<file path="src/rtl/uart_regs_pkg.sv">
package uart_regs_pkg;

	// ------------------------------------------------------------------
	// Register map (byte offsets within one port instance)
	// ------------------------------------------------------------------
	localparam int ADDR_W = 9;
	localparam logic [ADDR_W-1:0] OFF_COMMAND = 9'h000;
	localparam logic [ADDR_W-1:0] OFF_LINE_MODE = 9'h004;
	localparam logic [ADDR_W-1:0] OFF_IRQ_ENABLE_SET = 9'h008;
	localparam logic [ADDR_W-1:0] OFF_IRQ_ENABLE_CLEAR = 9'h00C;
	localparam logic [ADDR_W-1:0] OFF_IRQ_MASK_VIEW = 9'h010;
	localparam logic [ADDR_W-1:0] OFF_LINE_STATUS = 9'h014;
	localparam logic [ADDR_W-1:0] OFF_RX_HOLDING = 9'h018;
	localparam logic [ADDR_W-1:0] OFF_TX_HOLDING = 9'h01C;
	localparam logic [ADDR_W-1:0] OFF_BAUD_DIVIDER = 9'h020;
	localparam logic [ADDR_W-1:0] OFF_RESERVED_LAST = 9'h0FC;
	localparam logic [ADDR_W-1:0] OFF_DMA_FIRST = 9'h100;
	localparam logic [ADDR_W-1:0] OFF_DMA_LAST = 9'h128;

	// System addresses of the two port instances.
	localparam logic [31:0] PORT0_BASE = 32'h400E0600;
	localparam logic [31:0] PORT1_BASE = 32'h400E0800;

	// ------------------------------------------------------------------
	// Command register bits
	// ------------------------------------------------------------------
	localparam int CMD_RX_RESET = 2;
	localparam int CMD_TX_RESET = 3;
	localparam int CMD_RX_ON = 4;
	localparam int CMD_RX_OFF = 5;
	localparam int CMD_TX_ON = 6;
	localparam int CMD_TX_OFF = 7;
	localparam int CMD_ERR_CLEAR = 8;

	// ------------------------------------------------------------------
	// Mode register fields
	// ------------------------------------------------------------------
	localparam int PAR_LSB = 9;
	localparam int PAR_MSB = 11;
	localparam int CHM_LSB = 14;
	localparam int CHM_MSB = 15;
	localparam logic [31:0] MODE_RESET = 32'h0000_0000;
	localparam logic [31:0] MODE_WMASK = 32'h0000_CE00;
	localparam logic [2:0] PAR_EVEN = 3'h0;
	localparam logic [2:0] PAR_ODD = 3'h1;
	localparam logic [2:0] PAR_SPACE = 3'h2;
	localparam logic [2:0] PAR_MARK = 3'h3;
	localparam logic [2:0] PAR_NONE = 3'h4;
	localparam logic [1:0] CHM_NORMAL = 2'h0;
	localparam logic [1:0] CHM_ECHO = 2'h1;
	localparam logic [1:0] CHM_LOCAL = 2'h2;
	localparam logic [1:0] CHM_REMOTE = 2'h3;

	// ------------------------------------------------------------------
	// Status / interrupt mask bit layout
	// ------------------------------------------------------------------
	localparam int ST_RX_READY = 0;
	localparam int ST_TX_READY = 1;
	localparam int ST_RX_DMA_END = 3;
	localparam int ST_TX_DMA_END = 4;
	localparam int ST_OVERRUN = 5;
	localparam int ST_FRAMING = 6;
	localparam int ST_PARITY = 7;
	localparam int ST_TX_EMPTY = 9;
	localparam int ST_TX_BUF_EMPTY = 11;
	localparam int ST_RX_BUF_FULL = 12;
	localparam logic [31:0] STATUS_MASK = 32'h0000_1AFB;
	localparam logic [31:0] IRQ_MASK_RESET = 32'h0000_0000;

	// ------------------------------------------------------------------
	// Baud and character timing
	// ------------------------------------------------------------------
	localparam int CD_W = 16;
	localparam logic [15:0] BAUD_RESET = 16'h0000;
	localparam logic [3:0] OVERSAMPLE_LAST = 4'hF;
	localparam logic [3:0] START_LOW_MIN = 4'h8;
	localparam logic [3:0] DATA_BITS = 4'h8;
	localparam logic [3:0] TX_STOP_NOPAR = 4'h9;
	localparam logic [3:0] TX_STOP_PAR = 4'hA;

	typedef enum logic [0:0] {RX_HUNT, RX_SAMPLE} rx_state_t;
	typedef enum logic [0:0] {TX_IDLE, TX_SHIFT} tx_state_t;

endpackage

</file>
<file path="src/rtl/uart_regs.sv">
// Chosen here: the plain strobed port.
module uart_regs
	import uart_regs_pkg::*;
(
	input wire logic clk_i,
	input wire logic sys_rst_i,
	input wire logic ce_i,
	input wire logic [ADDR_W-1:0] addr_i,
	input wire logic [31:0] wdata_i,
	input wire logic wr_i,
	input wire logic rd_i,
	output logic [31:0] rdata_o,
	input wire logic serial_in_pin_i,
	output logic serial_out_pin_o,
	input wire logic dma_rx_end_i,
	input wire logic dma_tx_end_i,
	input wire logic dma_tx_buf_empty_i,
	input wire logic dma_rx_buf_full_i,
	output logic irq_o
);

	// ------------------------------------------------------------------
	// Decoding
	// ------------------------------------------------------------------
	function automatic logic parity_bit(input logic [2:0] mode, input logic [7:0] data);
		logic p;
		p = 1'b0;
		case (mode)
			PAR_EVEN: p = ^data;
			PAR_ODD: p = ~^data;
			PAR_MARK: p = 1'b1;
			default: p = 1'b0;
		endcase
		return p;
	endfunction

	// offset-only decode
	// The system decoder picks one of the two port bases, so only the offset arrives here.
	// Both instances are therefore built from this one module.
	function automatic logic hit(input logic [ADDR_W-1:0] a, input logic [ADDR_W-1:0] off);
		return a == off;
	endfunction

	logic [31:0] line_mode;
	logic [31:0] irq_mask;
	logic [CD_W-1:0] baud_cd;
	logic [CD_W-1:0] baud_cnt;
	logic baud_tick;
	logic rx_en;
	logic tx_en;
	rx_state_t rx_state;
	tx_state_t tx_state;
	logic [3:0] rx_sc;
	logic [3:0] rx_bitn;
	logic [7:0] rx_shift;
	logic rx_par;
	logic [7:0] rx_holding;
	logic rx_ready;
	logic overrun_err;
	logic frame_err;
	logic parity_err;
	logic [3:0] tx_sc;
	logic [3:0] tx_bitn;
	logic [7:0] tx_shift;
	logic [7:0] tx_hold;
	logic hold_valid;
	logic tx_line;

	wire logic wr_cmd = wr_i && hit(addr_i, OFF_COMMAND);
	wire logic wr_mode = wr_i && hit(addr_i, OFF_LINE_MODE);
	wire logic wr_ier = wr_i && hit(addr_i, OFF_IRQ_ENABLE_SET);
	wire logic wr_idr = wr_i && hit(addr_i, OFF_IRQ_ENABLE_CLEAR);
	wire logic wr_thr = wr_i && hit(addr_i, OFF_TX_HOLDING);
	wire logic wr_brg = wr_i && hit(addr_i, OFF_BAUD_DIVIDER);
	wire logic rd_rhr = rd_i && hit(addr_i, OFF_RX_HOLDING);

	wire logic cmd_rx_reset = wr_cmd && wdata_i[CMD_RX_RESET];
	wire logic cmd_tx_reset = wr_cmd && wdata_i[CMD_TX_RESET];
	wire logic cmd_rx_on = wr_cmd && wdata_i[CMD_RX_ON] && !wdata_i[CMD_RX_OFF];
	wire logic cmd_rx_off = wr_cmd && wdata_i[CMD_RX_OFF];
	wire logic cmd_tx_on = wr_cmd && wdata_i[CMD_TX_ON] && !wdata_i[CMD_TX_OFF];
	wire logic cmd_tx_off = wr_cmd && wdata_i[CMD_TX_OFF];
	wire logic cmd_err_clear = wr_cmd && wdata_i[CMD_ERR_CLEAR];

	wire logic [2:0] parity_type = line_mode[PAR_MSB:PAR_LSB];
	wire logic [1:0] channel_mode = line_mode[CHM_MSB:CHM_LSB];
	wire logic parity_on = parity_type != PAR_NONE && parity_type[2] == 1'b0;

	// Remote loopback keeps the receiver blind by feeding it an idle line.
	wire logic rx_line = (channel_mode == CHM_LOCAL) ? tx_line :
		(channel_mode == CHM_REMOTE) ? 1'b1 : serial_in_pin_i;

	wire logic next_serial_out = (channel_mode == CHM_NORMAL) ? tx_line :
		(channel_mode == CHM_LOCAL) ? 1'b1 : serial_in_pin_i;

	// ------------------------------------------------------------------
	// Baud generator: one tick per sixteenth of a bit, idle when divisor is zero
	// ------------------------------------------------------------------
	// A divisor of zero, the reset value, holds the receiver still; the transmitter still loads a character and then sits on its start bit.
	wire logic baud_wrap = baud_cnt >= baud_cd - 16'h0001;
	assign baud_tick = (baud_cd != 16'h0000) && baud_wrap;

	always_ff @(posedge clk_i or posedge sys_rst_i) begin
		if (sys_rst_i) begin
			baud_cnt <= 16'h0000;
		end else if (ce_i) begin
			baud_cnt <= (baud_tick || baud_cd == 16'h0000) ? 16'h0000 : baud_cnt + 16'h0001;
		end
	end

	// ------------------------------------------------------------------
	// Configuration registers
	// ------------------------------------------------------------------
	always_ff @(posedge clk_i or posedge sys_rst_i) begin
		if (sys_rst_i) begin
			line_mode <= MODE_RESET;
			baud_cd <= BAUD_RESET;
			irq_mask <= IRQ_MASK_RESET;
		end else if (ce_i) begin
			if (wr_mode) begin
				line_mode <= wdata_i & MODE_WMASK;
			end
			if (wr_brg) begin
				baud_cd <= wdata_i[CD_W-1:0];
			end
			irq_mask <= (irq_mask | (wr_ier ? wdata_i & STATUS_MASK : 32'h0000_0000)) &
				~(wr_idr ? wdata_i & STATUS_MASK : 32'h0000_0000);
		end
	end

	// ------------------------------------------------------------------
	// Receiver
	// ------------------------------------------------------------------
	wire logic rx_at_sample = baud_tick && rx_state == RX_SAMPLE && rx_sc == OVERSAMPLE_LAST;
	wire logic rx_last = parity_on ? (rx_bitn == DATA_BITS + 4'h1) : (rx_bitn == DATA_BITS);
	wire logic rx_done = rx_at_sample && rx_last;
	wire logic next_frame_err = !rx_line;
	wire logic next_parity_err = parity_on && (rx_par != parity_bit(parity_type, rx_shift));

	always_ff @(posedge clk_i or posedge sys_rst_i) begin
		if (sys_rst_i) begin
			rx_en <= 1'b0;
			rx_state <= RX_HUNT;
			rx_sc <= 4'h0;
			rx_bitn <= 4'h0;
			rx_shift <= 8'h00;
			rx_par <= 1'b0;
			rx_holding <= 8'h00;
		end else if (ce_i) begin
			if (cmd_rx_reset) begin
				rx_en <= 1'b0;
				rx_state <= RX_HUNT;
				rx_sc <= 4'h0;
				rx_bitn <= 4'h0;
			end else begin
				if (cmd_rx_off) begin
					rx_en <= 1'b0;
				end else if (cmd_rx_on) begin
					rx_en <= 1'b1;
				end
				case (rx_state)
					RX_HUNT: begin
						// Disabling the receiver while it hunts stops it at once.
						// A start bit counts only once it has lasted more than seven ticks.
						if (baud_tick && rx_en && !cmd_rx_off) begin
							if (rx_line) begin
								rx_sc <= 4'h0;
							end else if (rx_sc == START_LOW_MIN - 4'h1) begin
								rx_state <= RX_SAMPLE;
								rx_sc <= 4'h0;
								rx_bitn <= 4'h0;
							end else begin
								rx_sc <= rx_sc + 4'h1;
							end
						end
					end
					RX_SAMPLE: begin
						if (baud_tick) begin
							rx_sc <= rx_sc + 4'h1;
							if (rx_sc == OVERSAMPLE_LAST) begin
								rx_bitn <= rx_bitn + 4'h1;
								if (rx_bitn < DATA_BITS) begin
									rx_shift <= {rx_line, rx_shift[7:1]};
								end else if (!rx_last) begin
									rx_par <= rx_line;
								end
								if (rx_last) begin
									rx_state <= RX_HUNT;
									rx_sc <= 4'h0;
									rx_holding <= rx_shift;
								end
							end
						end
					end
					default: begin
						rx_state <= RX_HUNT;
					end
				endcase
			end
		end
	end

	// ------------------------------------------------------------------
	// Receive status flags; a set in the same cycle beats a read or error clear, but a receiver reset beats a set
	// ------------------------------------------------------------------
	always_ff @(posedge clk_i or posedge sys_rst_i) begin
		if (sys_rst_i) begin
			rx_ready <= 1'b0;
			overrun_err <= 1'b0;
			frame_err <= 1'b0;
			parity_err <= 1'b0;
		end else if (ce_i) begin
			if (rx_done && !cmd_rx_reset) begin
				rx_ready <= 1'b1;
			end else if (rd_rhr || cmd_rx_reset) begin
				rx_ready <= 1'b0;
			end
			if (rx_done && !cmd_rx_reset && rx_ready) begin
				overrun_err <= 1'b1;
			end else if (cmd_err_clear) begin
				overrun_err <= 1'b0;
			end
			if (rx_done && !cmd_rx_reset && next_frame_err) begin
				frame_err <= 1'b1;
			end else if (cmd_err_clear) begin
				frame_err <= 1'b0;
			end
			if (rx_done && !cmd_rx_reset && next_parity_err) begin
				parity_err <= 1'b1;
			end else if (cmd_err_clear) begin
				parity_err <= 1'b0;
			end
		end
	end

	// ------------------------------------------------------------------
	// Transmitter
	// ------------------------------------------------------------------
	wire logic [3:0] tx_stop_bitn = parity_on ? TX_STOP_PAR : TX_STOP_NOPAR;
	wire logic tx_bit_end = baud_tick && tx_state == TX_SHIFT && tx_sc == OVERSAMPLE_LAST;
	// Loading ignores the enable so that a disable lets queued characters drain.
	wire logic tx_load = tx_state == TX_IDLE && hold_valid;
	wire logic [3:0] tx_data_idx = tx_bitn - 4'h1;
	wire logic tx_bitval = (tx_bitn == 4'h0) ? 1'b0 :
		(tx_bitn <= DATA_BITS) ? tx_shift[tx_data_idx[2:0]] :
		(tx_bitn == tx_stop_bitn) ? 1'b1 : parity_bit(parity_type, tx_shift);

	always_ff @(posedge clk_i or posedge sys_rst_i) begin
		if (sys_rst_i) begin
			tx_en <= 1'b0;
			tx_state <= TX_IDLE;
			tx_sc <= 4'h0;
			tx_bitn <= 4'h0;
			tx_shift <= 8'h00;
			tx_hold <= 8'h00;
			hold_valid <= 1'b0;
			tx_line <= 1'b1;
		end else if (ce_i) begin
			if (cmd_tx_reset) begin
				tx_en <= 1'b0;
				tx_state <= TX_IDLE;
				tx_sc <= 4'h0;
				tx_bitn <= 4'h0;
				hold_valid <= 1'b0;
				tx_line <= 1'b1;
			end else begin
				// enable and disable; queued characters still drain
				if (cmd_tx_off) begin
					tx_en <= 1'b0;
				end else if (cmd_tx_on) begin
					tx_en <= 1'b1;
				end
				tx_line <= (tx_state == TX_SHIFT) ? tx_bitval : 1'b1;
				if (tx_load) begin
					tx_shift <= tx_hold;
					hold_valid <= 1'b0;
					tx_state <= TX_SHIFT;
					tx_sc <= 4'h0;
					tx_bitn <= 4'h0;
				end else if (tx_state == TX_SHIFT && baud_tick) begin
					tx_sc <= tx_sc + 4'h1;
					if (tx_bit_end) begin
						tx_bitn <= tx_bitn + 4'h1;
						if (tx_bitn == tx_stop_bitn) begin
							tx_state <= TX_IDLE;
						end
					end
				end
				// Writes while disabled are dropped.
				if (wr_thr && tx_en) begin
					tx_hold <= wdata_i[7:0];
					hold_valid <= 1'b1;
				end
			end
		end
	end

	// ------------------------------------------------------------------
	// Status word and read port
	// ------------------------------------------------------------------
	wire logic transmit_ready = tx_en && !hold_valid;
	// empty only when enabled and idle
	wire logic transmitter_empty = tx_en && !hold_valid && tx_state == TX_IDLE;

	logic [31:0] line_status;
	always_comb begin
		line_status = 32'h0000_0000;
		line_status[ST_RX_READY] = rx_ready;
		line_status[ST_TX_READY] = transmit_ready;
		line_status[ST_RX_DMA_END] = dma_rx_end_i;
		line_status[ST_TX_DMA_END] = dma_tx_end_i;
		line_status[ST_OVERRUN] = overrun_err;
		line_status[ST_FRAMING] = frame_err;
		line_status[ST_PARITY] = parity_err;
		line_status[ST_TX_EMPTY] = transmitter_empty;
		line_status[ST_TX_BUF_EMPTY] = dma_tx_buf_empty_i;
		line_status[ST_RX_BUF_FULL] = dma_rx_buf_full_i;
	end

	// register map; write-only, reserved and DMA offsets read zero
	wire logic [31:0] read_mux = hit(addr_i, OFF_LINE_MODE) ? line_mode :
		hit(addr_i, OFF_IRQ_MASK_VIEW) ? irq_mask :
		hit(addr_i, OFF_LINE_STATUS) ? line_status :
		hit(addr_i, OFF_RX_HOLDING) ? {24'h000000, rx_holding} :
		hit(addr_i, OFF_BAUD_DIVIDER) ? {16'h0000, baud_cd} : 32'h0000_0000;

	always_ff @(posedge clk_i or posedge sys_rst_i) begin
		if (sys_rst_i) begin
			rdata_o <= 32'h0000_0000;
			serial_out_pin_o <= 1'b1;
			irq_o <= 1'b0;
		end else if (ce_i) begin
			// register readback
			// Read data stand for one cycle after each read strobe cycle and then fall back to zero.
			rdata_o <= rd_i ? read_mux : 32'h0000_0000;
			serial_out_pin_o <= next_serial_out;
			irq_o <= |(line_status & irq_mask);
		end
	end

endmodule

</file>
<file path="config.mk">
export PLATFORM = sky130hd
export DESIGN_NAME = uart_regs
export DESIGN_NICKNAME = d
export VERILOG_FILES = /design/src/rtl/uart_regs_pkg.sv /design/src/rtl/uart_regs.sv
export SDC_FILE = /design/constraint.sdc
export NUM_CORES = 1
export LEC_CHECK = 0
export BUFFER_PORTS_ARGS = -buffer_cell sky130_fd_sc_hd__buf_4
export CAP_MARGIN = 30
export CORE_ASPECT_RATIO = 0.8
export CORE_MARGIN = 10
export CORE_UTILIZATION = 45
export CTS_BUF_LIST = sky130_fd_sc_hd__clkbuf_4
export DETAILED_ROUTE_END_ITERATION = 10
export GPL_ROUTABILITY_DRIVEN = 0
export SYNTH_ARGS = -nofsm -noshare
export SYNTH_HDL_FRONTEND = slang
export SYNTH_SLANG_ARGS = --single-unit
</file>
<file path="constraint.sdc">
create_clock -name clk_i -period 7.8 [get_ports clk_i]
set_input_delay 1.17 -clock clk_i [delete_from_list [all_inputs] [get_ports clk_i]]
set_output_delay 1.17 -clock clk_i [all_outputs]
set_load 0.005 [all_outputs]
</file>
* Yosys cells after proc, flatten, opt, wreduce, memory -nomap -nowiden *
Cells that the tools add are included.

storage, ports and cells
  bits in registers = 162
  bits in latches = 0
  RAM bits = 0
  ROM bits = 0
  bits of input ports = 51
  output and inout port bits = 34
  word-level logic and storage cells = 229
  memories kept = 0

operators by class
  add/subtract/negate cells = 7
  $mul = 0
  divide/modulo/power cells = 0
  order comparisons = 4
  equality and inequality tests = 25
  shift-type cells = 0
  muxes and demuxes = 74
  bitwise gates (word level) = 11
  reductions and logical operators = 82

operator list
  kind                                            number
  two-way mux 32 bit                              3
  two-way mux 4 bit                               20
  two-way mux 16 bit                              4
  two-way mux 1 bit                               38
  == test 9 x 5 -> 1 bit (second input constant)  4
  logical AND 1 bit                               34
  AND 13 x 32 -> 32 bit                           1
  AND 32 bit                                      1
  inverter 13 -> 32 bit                           1
  OR 32 x 13 -> 32 bit                            1
  OR reduction 32 bit                             1
  two-way mux 13 bit                              2
  AND reduction 2 bit                             10
  == test 9 x 4 -> 1 bit (second input constant)  2
  AND reduction 6 bit                             3
  nonzero test 3 bit                              6
  adder 16 x 1 -> 16 bit (second input constant)  1
  adder 4 x 1 -> 4 bit (second input constant)    4
  == test 4 bit (second input constant)           4
  greater-or-equal comparator 16 bit              1
  zero test 16 bit                                1
  one-hot mux 4 bit (2 select lines)              2
  nonzero test 16 bit                             1
  XNOR reduction 8 bit                            2
  other kinds (32)                                56

* Depth between registers and ports, before layout *
  word-level depth = 10
  gate-level depth with buffers = 15
  depth with buffers taken out = 13

* Worst setup path before layout *
Ideal clock, no wire load.

  path kind = register -> register
  start point = reg baud_cd[8]
  end point = reg rx_shift[0]
  library setup time = 125 ps
  data arrival time = 3621 ps
  required time = 7675 ps
  slack = 4055 ps
  stages on the path, launching flop included = 13
  path buffers = 0
  period minus slack after synthesis = 3745 ps
  cells stage by stage = dfrtp_1 -> or4_1 -> or2_2 -> or3_1 -> nor4_1 -> xnor2_1 -> ha_1 -> nand4_1 -> nor2_1 -> nor4b_2 -> o31ai_2 -> nor3b_4 -> mux2_2

on the way
  word-level cells in the longest chain between the ends = 4
  elaborated cells on any way between the ends = 5
  those cells by class = add/sub (1); order compare (1); reduce/logical (3)

RTL lines
  what                                      RTL line          text
  start, declared                           uart_regs.sv:46   logic [CD_W-1:0] baud_cd;
  start signal, assigned                    uart_regs.sv:124  baud_cd <= wdata_i[CD_W-1:0];
  subtractor 16 x 1 -> 16 bit               uart_regs.sv:100  wire logic baud_wrap = baud_cnt >= baud_cd - 16'h0001;
  greater-or-equal comparator 16 bit        uart_regs.sv:100
  logical AND 1 bit (*)                     uart_regs.sv:101  assign baud_tick = (baud_cd != 16'h0000) && baud_wrap;
  AND reduction 6 bit (no source line) (*)  -
  end signal, assigned                      uart_regs.sv:183  rx_shift <= {rx_line, rx_shift[7:1]};
  end, declared                             uart_regs.sv:55   logic [7:0] rx_shift;

Every way passes the cells marked *; elsewhere a longest branch is shown, timed or not.
A chain may end at the register's enable or synchronous reset.

* Worst setup path in the final report *
  start point = reg baud_cd[0]
  end point = reg rx_holding[1]

on the way
  word-level cells in the longest chain between the ends = 4
  elaborated cells on any way between the ends = 5
  those cells by class = add/sub (1); order compare (1); reduce/logical (3)

RTL lines
  what                                      RTL line          text
  subtractor 16 x 1 -> 16 bit               uart_regs.sv:100
  greater-or-equal comparator 16 bit        uart_regs.sv:100
  logical AND 1 bit (*)                     uart_regs.sv:101
  AND reduction 6 bit (no source line) (*)  -
  end signal, assigned                      uart_regs.sv:190  rx_holding <= rx_shift;
  end, declared                             uart_regs.sv:57   logic [7:0] rx_holding;

Marked as above.

==> results by group <==
Run status
  – Status: finished clean

Worst setup path
  – Critical path data arrival time: 4.81 ns
  – CP max FO: 12
  – Setup crit end kind: flop
  – CP startpoint kind: flop
  – Critical path type: reg2reg
  – Crit path required time: slightly above 8 ns

Pwr
  – Internal power: 918 uW
  – Switching Power: 344 uW
  – Reg power frac: 52.1%
  – Combinational Power Share: 9.1%
  – Power per cell area: between 150 and 200 nW/um^2
  – Lkg Pwr: 3.70 nW
  – Sw Share: between 20% and 30%
  – Power share of the clock group: 38.8%
  – Peak supply drop: roughly 0.11 mV

Timing
  – Final Hold Viols: 0
  – Slew @ Worst Pin: 1.08 ns
  – Final Setup Violations: 0
  – Final Critical Period: 4.37 ns
  – Max Clock Skew: ~0.024 ns
  – RSZ-0062 raised after global routing: no
  – Slew margin rel.: 27.9%
  – Final cycle utilization of the critical path: between 50 and 60%
  – Achievable Freq: 229 MHz
  – Final Max Slew Viols: 0
  – TNS Setup: 0 ns

Route
  – DR WL/cell: 19.6 microns
  – Drc violations: 0
  – Post-route ant nets: 0
  – Vias: 5390
  – Vias per inst: 5.74
  – Pre-antenna DRT Iters: 6
  – First DRT Iteration DRCs: 522
  – DRT Wirelength: roughly 18000 microns

Finish
  – Area delta synth->final: 11.7%
  – Nets: 793
  – Fill cells: 1406
  – Share of layout cells above drive strength 1: 22.6%
  – Inserted Diodes: 0
  – Final core occ: 51.6%

Global routing
  – Largest net degree at the start of global routing: 78
  – Total track usage: 17.7%
  – Initial antenna violation count: 0
  – Met1 GRT Util: between 20% and 30%
  – Met3 global-route usage: 5.34%
  – Vias in the first global route: 5436
  – Total gr overflow: 0
  – First-pass GRT wire length: ~30000 microns
  – Met2 Use GR: 26.9%
  – GR peak layer: met2

Clocking
  – Clk buf depth: 2
  – CTS root buf: clkbuf_4
  – Clk_lat worst skew: 0.55 ns
  – TritonCTS clock tree: done
  – CTS sink cnt: about 120
  – Post-CTS setup repair buffer count: 0
  – Clock slew at reported path FFs: approximately 0.13 ns
  – Post-CTS Hold Fix Bufs: 0
  – TritonCTS Buffers: 17
  – H-tree Lvls: 4
  – Resized cells post-CTS: 0

Floorplanning
  – Die width: 159 microns
  – Initial core utilization: 46.2%
  – Die area: about 21000 sq um
  – Core footprint: 15100 sq um
  – I/O pin count: 85
  – Std-Cell Rows: 40
  – Chip height: 131 microns

Logic synthesis
  – Post-synthesis register bit count: 124
  – Post-Syn Area per Cell: 10.4 sq um
  – Syn. warnings: 0
  – Post-synth EDFFs: 0
  – Mapped Area: 6980 sq um
  – Synth Flop Type: dfrtp_1
  – Mapped Cells: 671
  – Seq/Total Area, Yosys: 44.5%
  – Async SR Flop Fraction: 100%
  – Library cells used by synthesis: 77

Placement
  – Port Buffers: 52
  – DPL Wire Length: 13600 microns

Job
  – Max-cap violations: 0

Worst hold path
  – Worst Hold Class: reg2reg
## path summary, 6_finish.rpt
kind / start / end / slack, ns / cells after the start
hold / removal: tx_hold[7]$_DFFE_PP0P_ / tx_shift[7]$_DFFE_PP0P_ / 0.49 / 1
setup / recovery: baud_cd[0]$_DFFE_PP0P_ / rx_holding[1]$_DFFE_PP0P_ / 3.43 / 13
hold reg to reg: tx_hold[7]$_DFFE_PP0P_ / tx_shift[7]$_DFFE_PP0P_ / 0.49 / 1
max in group asynchronous: sys_rst_i / tx_line$_DFFE_PP1P_ / 6.01 / 4
min in group asynchronous: sys_rst_i / rx_sc[3]$_DFFE_PP0P_ / 0.69 / 2
setup reg to reg: baud_cd[0]$_DFFE_PP0P_ / rx_holding[1]$_DFFE_PP0P_ / 3.43 / 13
## critical path, cell delays in order, from the launching register on
cell     delay, ns
dfrtp_1       0.46
inv_1         0.12
ha_1          0.21
or4b_1        0.56
or3_1         0.41
nor4_1        0.24
xnor2_1       0.11
ha_1          0.29
nand4_1       0.13
nor2_1        0.18
nor4b_2       0.42
o31a_1        0.48
nand3_4       0.29
mux2_4        0.37
## stage by stage
stage	cells	setup WS (ns)	total power, mW	hold slack, ns	cell area (sq um)
4_1_cts	938	3.41	1.27	0.494	7770
3_3_place_gp	906	3.53	0.780	0.465	7460
6_report	939	3.43	1.26	0.490	7800
2_1_floorplan	686	3.33	0.742	0.455	7040
5_1_grt	939	3.02	1.32	0.519	7800
3_5_place_dp	907	3.46	0.782	0.474	7470
## layout make-up
cell class	instances	area, sq um	area share, %
Tap cell	210	263	3.37
Sequential cell	124	3110	39.8
Clock buffer	18	135	1.73
Multi-Input combinational cell	496	3600	46.2
Inverter	22	85.1	1.09
Timing Repair Buffer	56	438	5.62
Clock inverter	13	169	2.17
## registers in the layout, summed over array words and instances, names as in the netlist, 4 cells and up
register    count
baud_cd        16
baud_cnt       16
rdata_o        16
irq_mask       10
rx_holding      8
rx_shift        8
tx_hold         8
tx_shift        8
line_mode       5
rx_bitn         4
rx_sc           4
tx_bitn         4
tx_sc           4
## layer usage
layer	part of all wire, %	wire (microns)	up-vias
li1	-	-	2536
met1	46	8490	2673
met2	46	8510	156
met3	6.0	1100	25
met4	1.7	313	0
met5	0	0	-
## cell usage in the layout, fill, tap and decap left out, types with 11 or more instances in the layout
| master | n |
|---|---|
| dfrtp_1 | 122 |
| nand2_1 | 59 |
| buf_4 | 54 |
| mux2_2 | 49 |
| a21oi_1 | 45 |
| nor2_1 | 41 |
| xnor2_1 | 25 |
| ha_1 | 25 |
| nand3_1 | 22 |
| inv_1 | 21 |
| clkbuf_4 | 18 |
| xor2_1 | 17 |
| o21ai_0 | 16 |
| conb_1 | 16 |
| nor3_1 | 15 |
| nand4_1 | 14 |
| a21o_1 | 11 |
| o2bb2ai_1 | 11 |
## power groups by stage
stage	logic [mW]	registers (mW)	clock network, mW
after floorplan	0.0753	0.667	0
after global placement	0.111	0.669	0
after detailed placement	0.113	0.669	0
after CTS	0.114	0.657	0.501
after global routing	0.130	0.658	0.533
final	0.115	0.657	0.490
## synthesized netlist by cell type, types with 15 or more instances
cell,n,share of area (%)
dfrtp_1,122,44
xnor2_1,25,3.1
nand3_1,22,1.6
nand2_1,59,3.2
ha_1,25,4.5
mux2_2,49,7.9
buf_4,17,1.8
a21oi_1,45,3.2
xor2_1,17,2.1
o21ai_0,16,1.1
nor2_1,41,2.2
nor3_1,15,1.1
clkbuf_1,17,0.91
inv_1,22,1.2
## kinds of logic after synthesis
logic type / count (synthesis) / share of synthesized area [%]
XOR/XNOR: 42 / 5.27
adder cells (fa/ha/maj): 25 / 4.48
other: 1 / 0.0537
AO/OA/AOI/OAI: 145 / 14.6
AND/OR/NAND/NOR: 209 / 16.0
flip-flops: 124 / 44.5
buffers and inverters: 66 / 4.89
multiplexers: 59 / 10.1
No activity file was read; power rests on OpenSTA's default activity.
